==> src/pkg/counter_array_cfg.svh <==
`ifndef COUNTER_ARRAY_CFG_SVH
`define COUNTER_ARRAY_CFG_SVH

`define NUM_MODULES     5
`define IDX_W           3
`define ADDR_W          8
`define DATA_W          32
`define CNT_W           16
`define BYTE_W          8

// mode register bit positions
`define MODE_TOG_BIT    0
`define MODE_MAT_BIT    1
`define MODE_PWM_BIT    2
`define MODE_COMPARATOR_ENABLE_BIT   3
`define MODE_MASK       8'h0f

// address map: paddr[7] selects the status page, [6:4] module, [3:0] reg
`define PAGE_BIT        7
`define IDX_HI          6
`define IDX_LO          4
`define OFF_HI          3
`define OFF_LO          0
`define OFF_MODE        4'h0
`define OFF_LOW         4'h4
`define OFF_HIGH        4'h8
`define OFF_SPARE       4'hc
`define ADDR_PINS       8'h80

`define LOW_MAX         8'hff
`define LOW_ZERO        8'h00
`define MODE_RESET      8'h00
`define CMP_RESET       8'h00
`define PIN_RESET       1'b0
`define WORD_ZERO       32'h0000_0000

`endif

==> src/pkg/counter_array_pkg.sv <==
`include "counter_array_cfg.svh"

package counter_array_pkg;

    typedef enum logic [1:0]
    {
        MODE_OFF = 2'b00,
        MODE_HSO = 2'b01,
        MODE_PWM = 2'b10
    } out_mode_t;

    typedef struct packed
    {
        logic [`BYTE_W-1:0] cmp_low;
        logic [`BYTE_W-1:0] cmp_high;
        logic [`BYTE_W-1:0] prev_low;
        logic               pin;
    } channel_state_t;

    typedef struct packed
    {
        logic [`NUM_MODULES-1:0][`BYTE_W-1:0] mode;
        logic [`DATA_W-1:0]                   rdata;
        logic                                 slverr;
    } regs_state_t;

    // pwm wins if software sets both mode families at once
    function automatic out_mode_t decode_mode(input logic [`BYTE_W-1:0] m);
        if (m[`MODE_COMPARATOR_ENABLE_BIT] && m[`MODE_PWM_BIT])
            return MODE_PWM;
        else if (m[`MODE_COMPARATOR_ENABLE_BIT] && m[`MODE_TOG_BIT] && m[`MODE_MAT_BIT])
            return MODE_HSO;
        else
            return MODE_OFF;
    endfunction

endpackage

==> src/rtl/compare_channel.sv <==
`timescale 1ns/100ps
`include "counter_array_cfg.svh"

module compare_channel
    import counter_array_pkg::*;
(
    input  wire logic                clock,
    input  wire logic                rst_n,
    input  wire logic [`CNT_W-1:0]   counter_value,
    input  wire logic [`BYTE_W-1:0]  mode,
    input  wire logic                wr_low,
    input  wire logic                wr_high,
    input  wire logic [`BYTE_W-1:0]  wdata,
    output logic                     pin,
    output logic [`BYTE_W-1:0]       cmp_low,
    output logic [`BYTE_W-1:0]       cmp_high
);

    channel_state_t      q;
    channel_state_t      d;
    out_mode_t           mode_now;
    logic [`BYTE_W-1:0]  cl;
    logic                match;
    logic                wrap;

    assign mode_now = decode_mode(mode); // see R2 //
    assign cl       = counter_value[`BYTE_W-1:0];
    assign match    = (counter_value == {q.cmp_high, q.cmp_low});
    assign wrap     = (q.prev_low == `LOW_MAX) && (cl == `LOW_ZERO);

    always_comb
    begin
        d          = q;
        d.prev_low = cl;
        case (mode_now)
            MODE_HSO:
            begin
                // level only moves on a match, never on a write
                if (match)
                    d.pin = ~q.pin; // see R1 //
            end
            MODE_PWM:
            begin
                d.pin = (cl >= q.cmp_low); // see R5 //
                if (wrap)
                    d.cmp_low = q.cmp_high;
            end
            default:
            begin
                d.pin = q.pin;
            end
        endcase
        // an explicit software write beats the reload in the same cycle
        if (wr_low)
            d.cmp_low = wdata;
        if (wr_high)
            d.cmp_high = wdata;
    end

    always_ff @(posedge clock or negedge rst_n)
    begin
        if (!rst_n)
        begin
            q.cmp_low  <= `CMP_RESET;
            q.cmp_high <= `CMP_RESET;
            q.prev_low <= `LOW_ZERO;
            q.pin      <= `PIN_RESET;
        end
        else
        begin
            q <= d;
        end
    end

    assign pin      = q.pin;
    assign cmp_low  = q.cmp_low;
    assign cmp_high = q.cmp_high;
endmodule

==> src/rtl/counter_array_compare.sv <==
`timescale 1ns/100ps
`include "counter_array_cfg.svh"

// Notes on behaviour
// hso mode inverts the pin on every cycle the counter matches the pair.
// hso mode needs toggle, match and comparator enables all set.
// all modules take their pwm period from the one shared counter.
// each module's duty comes only from its own low compare byte.
// in pwm mode the pin is low below the low compare byte, else high.
// in pwm mode, on a low byte wrap from ff to 00 the low compare is loaded from the high one.
// pwm mode needs both the pwm enable and the comparator enable set.
// in hso mode the pin holds between matches; compare writes leave it.
module counter_array_compare
    import counter_array_pkg::*;
(
    input  wire logic                     clock,
    input  wire logic                     resetn,
    input  wire logic                     psel,
    input  wire logic                     penable,
    input  wire logic                     pwrite,
    input  wire logic [`ADDR_W-1:0]       paddr,
    input  wire logic [`DATA_W-1:0]       pwdata,
    output logic                          pready,
    output logic [`DATA_W-1:0]            prdata,
    output logic                          pslverr,
    input  wire logic [`CNT_W-1:0]        counter_value,
    output logic [`NUM_MODULES-1:0]       module_output_pin
);

    logic                                 rst_meta_q;
    logic                                 rst_n;
    regs_state_t                          q;
    regs_state_t                          d;
    logic                                 setup;
    logic                                 wr_access;
    logic [`NUM_MODULES-1:0]              wr_low;
    logic [`NUM_MODULES-1:0]              wr_high;
    logic [`NUM_MODULES-1:0][`BYTE_W-1:0] cmp_low;
    logic [`NUM_MODULES-1:0][`BYTE_W-1:0] cmp_high;

    // async assert, release through two flops
    always_ff @(posedge clock or negedge resetn)
    begin
        if (!resetn)
        begin
            rst_meta_q <= 1'b0;
            rst_n      <= 1'b0;
        end
        else
        begin
            rst_meta_q <= 1'b1;
            rst_n      <= rst_meta_q;
        end
    end

    function automatic logic hit(input logic [`ADDR_W-1:0] a,
                                 input int unsigned        idx,
                                 input logic [3:0]         off);
        return !a[`PAGE_BIT]
            && (a[`IDX_HI:`IDX_LO] == idx[`IDX_W-1:0])
            && (a[`OFF_HI:`OFF_LO] == off);
    endfunction

    assign setup     = psel && !penable;
    assign wr_access = psel && penable && pwrite;
    // zero wait states: every access completes in its first access cycle
    assign pready    = 1'b1;

    always_comb
    begin
        d        = q;
        d.rdata  = `WORD_ZERO;
        d.slverr = 1'b0;
        if (setup)
        begin
            d.slverr = !(paddr == `ADDR_PINS);
            if (paddr == `ADDR_PINS && !pwrite)
                d.rdata[`NUM_MODULES-1:0] = module_output_pin;
            for (int i = 0; i < `NUM_MODULES; i++)
            begin
                if (hit(paddr, i, `OFF_MODE))
                begin
                    d.slverr = 1'b0;
                    if (!pwrite)
                        d.rdata[`BYTE_W-1:0] = q.mode[i];
                end
                if (hit(paddr, i, `OFF_LOW))
                begin
                    d.slverr = 1'b0;
                    if (!pwrite)
                        d.rdata[`BYTE_W-1:0] = cmp_low[i];
                end
                if (hit(paddr, i, `OFF_HIGH))
                begin
                    d.slverr = 1'b0;
                    if (!pwrite)
                        d.rdata[`BYTE_W-1:0] = cmp_high[i];
                end
            end
        end
        else if (psel && penable)
        begin
            // hold the answer for the whole access phase
            d.rdata  = q.rdata;
            d.slverr = q.slverr;
        end
        for (int i = 0; i < `NUM_MODULES; i++)
        begin
            if (wr_access && hit(paddr, i, `OFF_MODE))
                d.mode[i] = pwdata[`BYTE_W-1:0] & `MODE_MASK;
        end
    end

    always_ff @(posedge clock or negedge rst_n)
    begin
        if (!rst_n)
        begin
            q.mode   <= {`NUM_MODULES{`MODE_RESET}};
            q.rdata  <= `WORD_ZERO;
            q.slverr <= 1'b0;
        end
        else
        begin
            q <= d;
        end
    end

    assign prdata  = q.rdata;
    assign pslverr = q.slverr;

    generate
        for (genvar g = 0; g < `NUM_MODULES; g++)
        begin : g_chan
            // per-module strobes keep each duty byte private
            assign wr_low[g]  = wr_access
                             && hit(paddr, g, `OFF_LOW);
            assign wr_high[g] = wr_access && hit(paddr, g, `OFF_HIGH);

            compare_channel u_chan
            (
                .clock         (clock),
                .rst_n         (rst_n),
                .counter_value (counter_value),
                .mode          (q.mode[g]),
                .wr_low        (wr_low[g]),
                .wr_high       (wr_high[g]),
                .wdata         (pwdata[`BYTE_W-1:0]),
                .pin           (module_output_pin[g]),
                .cmp_low       (cmp_low[g]),
                .cmp_high      (cmp_high[g])
            );
        end
    endgenerate
endmodule

==> config.mk <==
export PLATFORM = sky130hd
export DESIGN_NAME = counter_array_compare
export DESIGN_NICKNAME = d
export VERILOG_FILES = /design/src/pkg/counter_array_pkg.sv /design/src/rtl/compare_channel.sv /design/src/rtl/counter_array_compare.sv
export VERILOG_INCLUDE_DIRS = /design/src /design/src/pkg
export SDC_FILE = /design/constraint.sdc
export NUM_CORES = 1
export LEC_CHECK = 0
export ABC_AREA = 1
export BUFFER_PORTS_ARGS = -buffer_cell sky130_fd_sc_hd__buf_2
export CORE_MARGIN = 2
export CORE_UTILIZATION = 24
export CTS_CLUSTER_DIAMETER = 60
export DETAILED_ROUTE_END_ITERATION = 6
export HOLD_SLACK_MARGIN = 0.12
export PLACE_DENSITY = 0.43
export SLEW_MARGIN = 20
export SYNTH_ARGS = -nofsm -noshare
export SYNTH_HDL_FRONTEND = slang
export SYNTH_SLANG_ARGS = --single-unit
==> constraint.sdc <==
create_clock -name clock -period 6.93 [get_ports clock]
set_input_delay 1.0395 -clock clock [delete_from_list [all_inputs] [get_ports clock]]
set_output_delay 1.0395 -clock clock [all_outputs]
set_load 0.005 [all_outputs]
Word level (Yosys, flattened, before mapping)
Index checks and enable logic that the tools add are counted.

word-level totals
  register bits after elaboration = 148
  input bits = 61

cells by class
  order comparisons = 5
  equal/unequal tests = 29
  mux-type cells = 75
  bitwise operators = 5
  reductions and logical operators = 87

operators with widths
  cell                                                 count
  2-to-1 mux 8 bit                                     29
  2-to-1 mux 9 bit                                     22
  equality test 16 bit                                 5
  logical AND 1 bit                                    55
  >= comparator 8 bit                                  5
  2-to-1 mux 33 bit                                    1
  nonzero test 2 bit                                   15
  2-to-1 mux 24 bit                                    1
  AND reduction 2 bit                                  10
  equality test 8 bit, second input constant           2
  equality test 2 x 1 -> 1 bit, second input constant  5
  equality test 2 bit, second input constant           5
  2-to-1 mux 1 bit                                     10
  2-to-1 mux 2 bit                                     5
  2-to-1 mux 5 bit                                     2
  != test 2 x 1 -> 1 bit, second input constant        5
  one-hot mux 1 bit (2 select lines)                   5
  logical NOT 8 bit                                    1
  equality test 3 x 2 -> 1 bit, second input constant  2
  inverter 1 bit                                       5
  equality test 4 x 3 -> 1 bit, second input constant  1
  equality test 4 bit, second input constant           1
  logical NOT 1 bit                                    4
  logical NOT 4 bit                                    1
  4 further kinds                                      4

Longest topological paths before layout
Gate-level depths: netlist (run 1).

  word-level depth = 40
  gate-level depth with buffers = 22
  gate-level depth less buffers = 22

Modules after synthesis
A second synthesis (run 1) with hierarchy kept.

unflattened totals
  cells, all modules = 1,538
  area total of the unflattened synthesis = 11,068.1 µm²

modules (own cells, without submodules)
  module                 instances  cells each  area each (µm²)  seq. area each (µm²)
  compare_channel        5          205         1,592.8          625.6
  counter_array_compare  1          513         3,104.2          775.7

Worst setup path after synthesis (run 1)
No wires, ideal clock.

  path type = input -> register
  start point = input port counter_value[1]
  end point = register g_chan[4].u_chan.cmp_low[1] (netlist name)
  data arrival time = 2.426 ns
  data required time = 6.847 ns
  setup slack = 4.422 ns
  cell stages on the path = 8
  path buffers = 0
  path through = or4_4 -> nor4_4 -> nand3_2 -> o21ai_4 -> inv_2 -> a21oi_1 -> o21ai_1 -> o21ai_0

on the way
  word-level cells in the longest chain between the ends = 4

ends and longest elaborated chain
  element                        RTL line                     RTL
  start, declared                counter_array_compare.sv:26  input wire logic [`CNT_W-1:0] counter_value,
  logical NOT 8 bit (no line)    -
  logical AND 1 bit              -
  nonzero test 2 bit (no line)   -
  AND reduction 2 bit (no line)  -

Every way passes these cells.
A chain may end at the register's enable or synchronous reset.

Worst setup path in the final report (run 1)
  start point = input port pwrite
  end point = register g_chan[0].u_chan.cmp_low[7] (netlist name)

on the way
  word-level cells in the longest chain between the ends = 4
  elaborated cells on any way between the ends = 6
  those cells by class = mux: 1; reduce/logical: 5

ends and longest elaborated chain
  element                        RTL line                      RTL
  start, declared                counter_array_compare.sv:20   input wire logic pwrite,
  logical AND 1 bit (*)          counter_array_compare.sv:65   assign wr_access = psel && penable && pwrite;
  logical AND 1 bit (*)          counter_array_compare.sv:135  assign wr_low[g] = wr_access
  nonzero test 2 bit (no line)   -
  AND reduction 2 bit (no line)  -

Every way passes the cells marked *; elsewhere a longest branch is shown, timed or not.

==> results of run 1 <==
## cell type report
| type | count | area (um2) | area share |
|---|---|---|---|
| multi-input cells | 779 | 4130 | 0.445 |
| flip-flops and latches | 124 | 3110 | 0.335 |
| inverters | 155 | 582 | 0.0627 |
| well taps | 448 | 561 | 0.0604 |
| clock buffers | 19 | 433 | 0.0467 |
| repair buffers | 53 | 273 | 0.0294 |
| clock inverters | 13 | 190 | 0.0205 |
## cells in the mapped netlist
| cell type | n | share of area |
|---|---|---|
| nand2_1 | 273 | 0.13 |
| inv_1 | 142 | 0.066 |
| dfrtp_1 | 124 | 0.38 |
| o21ai_0 | 124 | 0.077 |
| a21oi_1 | 62 | 0.038 |
| nor2_1 | 62 | 0.029 |
| ha_1 | 40 | 0.062 |
| buf_4 | 31 | 0.029 |
| nand3_1 | 28 | 0.017 |
| nor3_1 | 20 | 0.012 |
| xor2_1 | 20 | 0.022 |
| clkbuf_1 | 19 | 0.0088 |
| nand4_1 | 19 | 0.015 |
| o21ai_1 | 11 | 0.0068 |
| o221ai_1 | 11 | 0.012 |
| o22ai_1 | 11 | 0.0085 |
| xnor2_1 | 11 | 0.012 |
| inv_2 | 10 | 0.0047 |
| nor2_2 | 10 | 0.0078 |
| o2111ai_1 | 7 | 0.0076 |
| buf_2 | 6 | 0.0037 |
| nor4_1 | 5 | 0.0039 |
| o211ai_1 | 5 | 0.0047 |
| a22oi_1 | 4 | 0.0037 |
| nand2_2 | 4 | 0.0031 |
| or2_2 | 4 | 0.0031 |
| clkinv_1 | 3 | 0.0014 |
| nor2_4 | 3 | 0.0042 |
| o31ai_1 | 3 | 0.0028 |
| a31oi_1 | 2 | 0.0016 |
| conb_1 | 2 | 0.00093 |
| nand3_2 | 2 | 0.0025 |
| or2_1 | 2 | 0.0016 |
| a211oi_1 | 1 | 0.00093 |
| a32o_1 | 1 | 0.0012 |
| a32oi_1 | 1 | 0.0011 |
| buf_6 | 1 | 0.0014 |
| nand3_4 | 1 | 0.0022 |
| nand3b_1 | 1 | 0.00093 |
| nor4_4 | 1 | 0.0026 |
| o21ai_4 | 1 | 0.0020 |
| o311ai_0 | 1 | 0.0011 |
| or4_1 | 1 | 0.00093 |
| or4_4 | 1 | 0.0014 |
## metal layers
metal,track usage,routed length (um),vias up
li1,-,-,3623
met1,0.241,14300,3465
met2,0.264,12800,206
met3,0.0244,1280,35
met4,0.0513,675,0
met5,0,0,-
## power groups by stage
stage | logic, mW | clock network, mW | registers [mW]
after global routing | 0.157 | 1.02 | 0.761
after global placement | 0.140 | 0 | 0.772
after CTS | 0.142 | 0.985 | 0.759
after detailed placement | 0.141 | 0 | 0.772
after floorplan | 0.0845 | 0 | 0.769
final | 0.139 | 0.965 | 0.758
## flip-flops by register name, indices dropped and copies added (netlist names)
| signal | flops |
|---|---|
| g_chan.u_chan.cmp_high | 40 |
| g_chan.u_chan.cmp_low | 40 |
| g_chan.u_chan.pin | 5 |
| g_chan.u_chan.q | 8 |
| prdata | 8 |
| pslverr | 1 |
| q | 20 |
| rst_meta_q | 1 |
| rst_n | 1 |
## placed cells by master, fill, tap and decap left out, drive strengths merged, types with 7 or more instances in the layout
cell type	instances
nand2	277
inv	154
o21ai	136
dfrtp	124
nor2	75
a21oi	62
buf	53
ha	40
nand3	31
conb	26
xor2	20
nor3	20
nand4	19
clkbuf	19
o221ai	11
o22ai	11
xnor2	11
o2111ai	7
## metrics by stage
stage | setup slack [ps] | utilization
2_1_floorplan | 3220 | -
3_3_place_gp | 2990 | 0.260
3_5_place_dp | 2950 | 0.260
4_1_cts | 3410 | 0.279
5_1_grt | 3150 | 0.279
6_report | 3330 | 0.279
## worst min path at each step
stage / cells after the start / endpoint / startpoint
5_1_grt: 1 / rst_n / resetn
2_1_floorplan: 0 / rst_n / rst_meta_q
6_report: 0 / rst_n / rst_meta_q
3_3_place_gp: 0 / rst_n / rst_meta_q
3_5_place_dp: 0 / rst_n / rst_meta_q
4_1_cts: 1 / rst_n / resetn
## logic make-up after synthesis
| family | synth area share |
|---|---|
| AOI/OAI and AO/OA | 0.169 |
| xor gates and xnor gates | 0.0337 |
| adders and majority gates | 0.0620 |
| buffers and inverters | 0.115 |
| DFF | 0.385 |
| other | 0.000931 |
| and+or+nand+nor | 0.234 |
## worst register-to-register path, cell delays in order (launching register included)
cell,delay [ps]
dfrtp_1,320
inv_1,40
or4_1,560
nor4_4,520
nand3_2,260
o21ai_4,200
inv_2,140
a21oi_1,130
o21ai_1,70
o21ai_0,110
==> results.toml, run 1 <==
[finish]
fin_nets = 1231
fin_cells = 1591
syn_to_final_growth_pct = 15.0
antennaDiodeCount = 0
drive_above_1_share = 0.107
finish.instance_area_um2 = 9280
fillerInstances = 3663

[power_and_ir_drop]
clockPowerShare = 0.518
total_leakage_power_nw = 4.50
power_switching_mw = 0.481
power_density_nw_per_um2 = 201
combPwrFrac = 0.075
p_int_mw = 1.38
vdd_drop_max_v = 0.000163
switching_share = 0.259
finalPower_mw = 1.86
pwr-share-seq = 0.407

[timing]
setup_tns_ps = 0
slew_headroom = 0.360
hold_viol = 0
rsz0062_at_grt = "no"
clock_skew_ps = 9.44
period_share = 0.519
worst_pin_slew_ps = 957
holdWs_ps = 359
period_needed_ps = 3600
setup_viol = 0
fmax_ghz = 0.278
slew_viol_final = 0

[floorplan]
pin_count = 100
die-area_um2 = 35100
row_count = 67
start_util = 0.242
die_w_um = 187
core_area_um2 = 33300
die_y_um = 187

[worst_setup_path]
worstPathCellList = "buf_2 > inv_2 > nor2_4 > inv_1 > nor2_1 > inv_1 > nand2_2 > inv_1 > a21oi_1 > o21ai_0 > o21ai_0"
r2r-start = "g_chan[4].u_chan.q[7]"
crit_path_max_fanout = 32
cp_slowest_cell = "nor2_1"
critical_path_class = "in -> reg"
cp.depth = 11
cpLargestDelayFamily = "simple AND/OR/NAND/NOR gates"
critPathLaunch = "pwrite"
arrival_ps = 3940
cp-start-kind = "input pin"
cp.required_ps = 7280
critPathBufInv = 5
cpMostUsedCell = "inv_1"
rr_worst_depth = 9
cpPeakStageDelay_ps = 640
r2r_end = "g_chan[4].u_chan.cmp_low[1]"
end_kind = "flop"
cp-endpoint = "g_chan[0].u_chan.cmp_low[7]"
r2r_slack_ps = 4470

[grt]
antenna_found_initial = 0
grt-ovfl-total = 0
grt_pass1_wl_um = 44300
grt_use_total = 0.169
grt_pass1_vias = 6922
grt_max_degree = 63

[clock_tree]
clkSinkCount = 124
clkTransAtPathRegs_ps = 60
insertion_delay_ps = 430
cts_setup_buffers = 0
cts_tree = "built"
cts.htree.levels = 4
ctsResizeCount = 0
cts_hold_buf = 0
root_buffer = "clkbuf_16"
cts_buffer_depth = 2
cts_buffers = 17

[place]
gp_congestion = 0.907
dp_cells = 1559
placed_area_um2 = 8650
io_buffers = 50
dp_hpwl_um = 22200

[yosys]
yosysWarningCount = 0
ys_seq_elements = 124
syn_inst = 1091
synth_area_um2 = 8070
ys_seq_area_frac = 0.385
synth.distinct_cells = 44
syn_area_per_cell_um2 = 7.39

[run]
cap_violations = 0

[detailed_routing]
route.vias.total = 7329
drc = 0
drt_first_pass_iters = 5
viasPerCell = 4.61
drt.antenna.violating_nets = 0
wl_per_cell_um = 18.3
drt_iter0_drc = 632
wl_um = 29100

[outcome]
run_status = "finished, final reports clean"

[min_path]
hp-class = "reg -> reg"
(Power assumes the default switching activity.)
==> inputs of run 2 (changes only) <==
--- a/config.mk
+++ b/config.mk
@@ -6,14 +6,14 @@
 export SDC_FILE = /design/constraint.sdc
 export NUM_CORES = 1
 export LEC_CHECK = 0
-export ABC_AREA = 1
+export ABC_AREA = 0
 export BUFFER_PORTS_ARGS = -buffer_cell sky130_fd_sc_hd__buf_2
 export CORE_MARGIN = 2
 export CORE_UTILIZATION = 24
 export CTS_CLUSTER_DIAMETER = 60
 export DETAILED_ROUTE_END_ITERATION = 6
 export HOLD_SLACK_MARGIN = 0.12
-export PLACE_DENSITY = 0.43
+export PLACE_DENSITY = 0.44
 export SLEW_MARGIN = 20
 export SYNTH_ARGS = -nofsm -noshare
 export SYNTH_HDL_FRONTEND = slang
==> constraint.sdc (replaced) <==
create_clock -name clock -period 3.14 [get_ports clock]
set_input_delay 0.471 -clock clock [delete_from_list [all_inputs] [get_ports clock]]
set_output_delay 0.471 -clock clock [all_outputs]
set_load 0.005 [all_outputs]
==> run 2 against run 1 <==
  * Clock skew rose by 2.4 ps
  * Design area increased by 2.9%
  * Critical path depth down 5
  * Cell count down 14%
  * Highest routed layer unchanged
  * First-iteration DRC count down 8.5%
  * Die area grew 1.4%
  * Register-to-register slack worse by 3400 ps
  * Synthesized cell count down 20%
  * Clock power increased by 130%
  * Total power grew 130%
  * Combinational power rose to 2.9 times the previous value
  * Clock-buffer cell count increased by 1
==> results.toml, run 2 <==
[worst_setup_path]
critical_path_class = "in -> reg"
end_kind = "flop"
cp-start-kind = "input pin"
crit_path_max_fanout = 16
arrival_ps = 2560
rr_worst_depth = 7
r2r-start = "g_chan[4].u_chan.q[8]"
r2r_end = "g_chan[2].u_chan.cmp_low[5]"
cp.required_ps = 3420
r2r_slack_ps = 1020

[clock_tree]
insertion_delay_ps = 440
clkSinkCount = 124
cts_tree = "built"
ctsResizeCount = 0
root_buffer = "clkbuf_16"
clkTransAtPathRegs_ps = 60
cts.htree.levels = 4
cts_buffers = 17
cts_setup_buffers = 0
cts_buffer_depth = 2

[yosys]
synth_area_um2 = 8180
synth-async-reset-ratio = 1.00
synth_top_area_frac = 0.379
synth_top_family_by_area = "compound AO/OA/AOI/OAI gates"
yosysWarningCount = 0
synth_mux_area_frac = 0.136
syn_inst = 869
synth_top_area_cell = "dfrtp_1"
synthSimpleGateAreaFrac = 0.132
synthAdderAreaFrac = 0.0612
synthTopCellsByArea = "dfrtp_1 38%, mux2_2 8.3%, ha_1 6.1%"
synth_flop_cell = "dfrtp_1"
synth_most_common_cell = "dfrtp_1"
yosys-top-cells-count = "124 x dfrtp_1, 87 x a21oi_1, 68 x nor2_1"
synth_compound_area_frac = 0.169
syn_area_per_cell_um2 = 9.42
synth.distinct_cells = 62
synth_xor_area_frac = 0.0482
synth-edff-count = 0
ys_seq_area_frac = 0.379
ys_seq_elements = 124

[grt]
grt_use_total = 0.166
grt-ovfl-total = 0
grt_max_degree = 74
antenna_found_initial = 3
grt_pass1_wl_um = 44000
grt_pass1_vias = 6758

[floorplan]
die_w_um = 189
start_util = 0.244
core_area_um2 = 33500
die-area_um2 = 35600
pin_count = 100
die_y_um = 189
row_count = 67

[detailed_routing]
wl_per_cell_um = 21.0
route.vias.total = 6700
drt_first_pass_iters = 5
drc = 0
viasPerCell = 4.87
drt_iter0_drc = 578
drt.antenna.violating_nets = 0
wl_um = 28800

[finish]
top_regs = "g_chan.u_chan.cmp_high: 40 flops, g_chan.u_chan.cmp_low: 40 flops, q: 20 flops"
syn_to_final_growth_pct = 16.7
drive_above_1_share = 0.211
final_util = 0.285
finish.instance_area_um2 = 9550
fin_nets = 1014
final_cell_mix = "123 x dfrtp_1, 87 x a21oi_1, 68 x nor2_1"
mostFrequentLayoutCell = "dfrtp_1"

[timing]
setup_tns_ps = 0
holdWs_ps = 158
slew_headroom = 0.536
worst_pin_slew_ps = 694
period_share = 0.727
hold_viol = 0
fmax_ghz = 0.438
rsz0062_at_grt = "no"
slew_viol_final = 0
setup_ws_ps = 858
period_needed_ps = 2280
clock_skew_ps = 11.9
setup_viol = 0

[place]
dp_slack_ps = 403
gp_congestion = 0.886
dp_hpwl_um = 22300
io_buffers = 50
placed_area_um2 = 8890

[power_and_ir_drop]
power_density_nw_per_um2 = 449
vdd_drop_max_v = 0.000345
total_leakage_power_nw = 4.18

[outcome]
run_status = "finished, final reports clean"

[run]
cap_violations = 0

[min_path]
hp-class = "reg -> async"
## run 2: per-stage QoR
step,std cells,total power [mW]
2_1_floorplan,893,1.96
3_3_place_gp,1341,2.11
3_5_place_dp,1341,2.11
4_1_cts,1374,4.33
5_1_grt,1374,4.45
6_report,1375,4.29
## run 2: report_power, final
| group | internal (mW) | switching [mW] | total, mW |
|---|---|---|---|
| registers | 1.63 | 0.0392 | 1.67 |
| logic | 0.136 | 0.271 | 0.407 |
| clock network | 1.44 | 0.766 | 2.21 |
## run 2: cell families (layout without fill, tap and decap cells)
kind of cell,count (synthesis),in the layout
other,2,27
multiplexers,104,104
AND/OR/NAND/NOR,211,211
flip-flops,124,124
XOR/XNOR,45,45
adder cells (fa/ha/maj),40,40
AO/OA/AOI/OAI,222,222
buffers and inverters,121,154
## run 2: what timing repair did
action | 4_1_cts | 5_1_grt
endpoints found under the hold margin | 2 | 0
hold buffers | 1 | 0
endpoints found under the setup margin | 0 | 0
## run 2: area by class of cell
class / instances / area (um2)
clock inverters: 12 / 193
inverters: 41 / 154
multi-input cells: 648 / 4580
fillers: 3621 / 24000
diodes: 1 / 2.50
clock buffers: 20 / 457
flip-flops and latches: 124 / 3110
well taps: 448 / 561
repair buffers: 81 / 498
## run 2: worst max-delay path by stage
stage / from / end / cells after the start
after global placement: paddr[3] / prdata[2] / 7
after CTS: paddr[2] / g_chan[0].u_chan.cmp_low[4] / 6
after detailed placement: paddr[3] / prdata[2] / 7
after floorplan: paddr[0] / prdata[3] / 8
final: paddr[2] / g_chan[4].u_chan.cmp_low[2] / 6
after global routing: paddr[2] / g_chan[1].u_chan.cmp_low[5] / 6
## run 2: layer usage
layer | track usage | wire (um)
met1 | 0.227 | 13200
met2 | 0.266 | 13600
met3 | 0.0248 | 1340
met4 | 0.0616 | 747
met5 | 0 | 0
## run 2: critical path: stages
cell and delay [ps]:
buf_2 280, nor2b_1 300, nor4b_2 630, nand2_1 570, nor2_1 220, a21oi_1 60
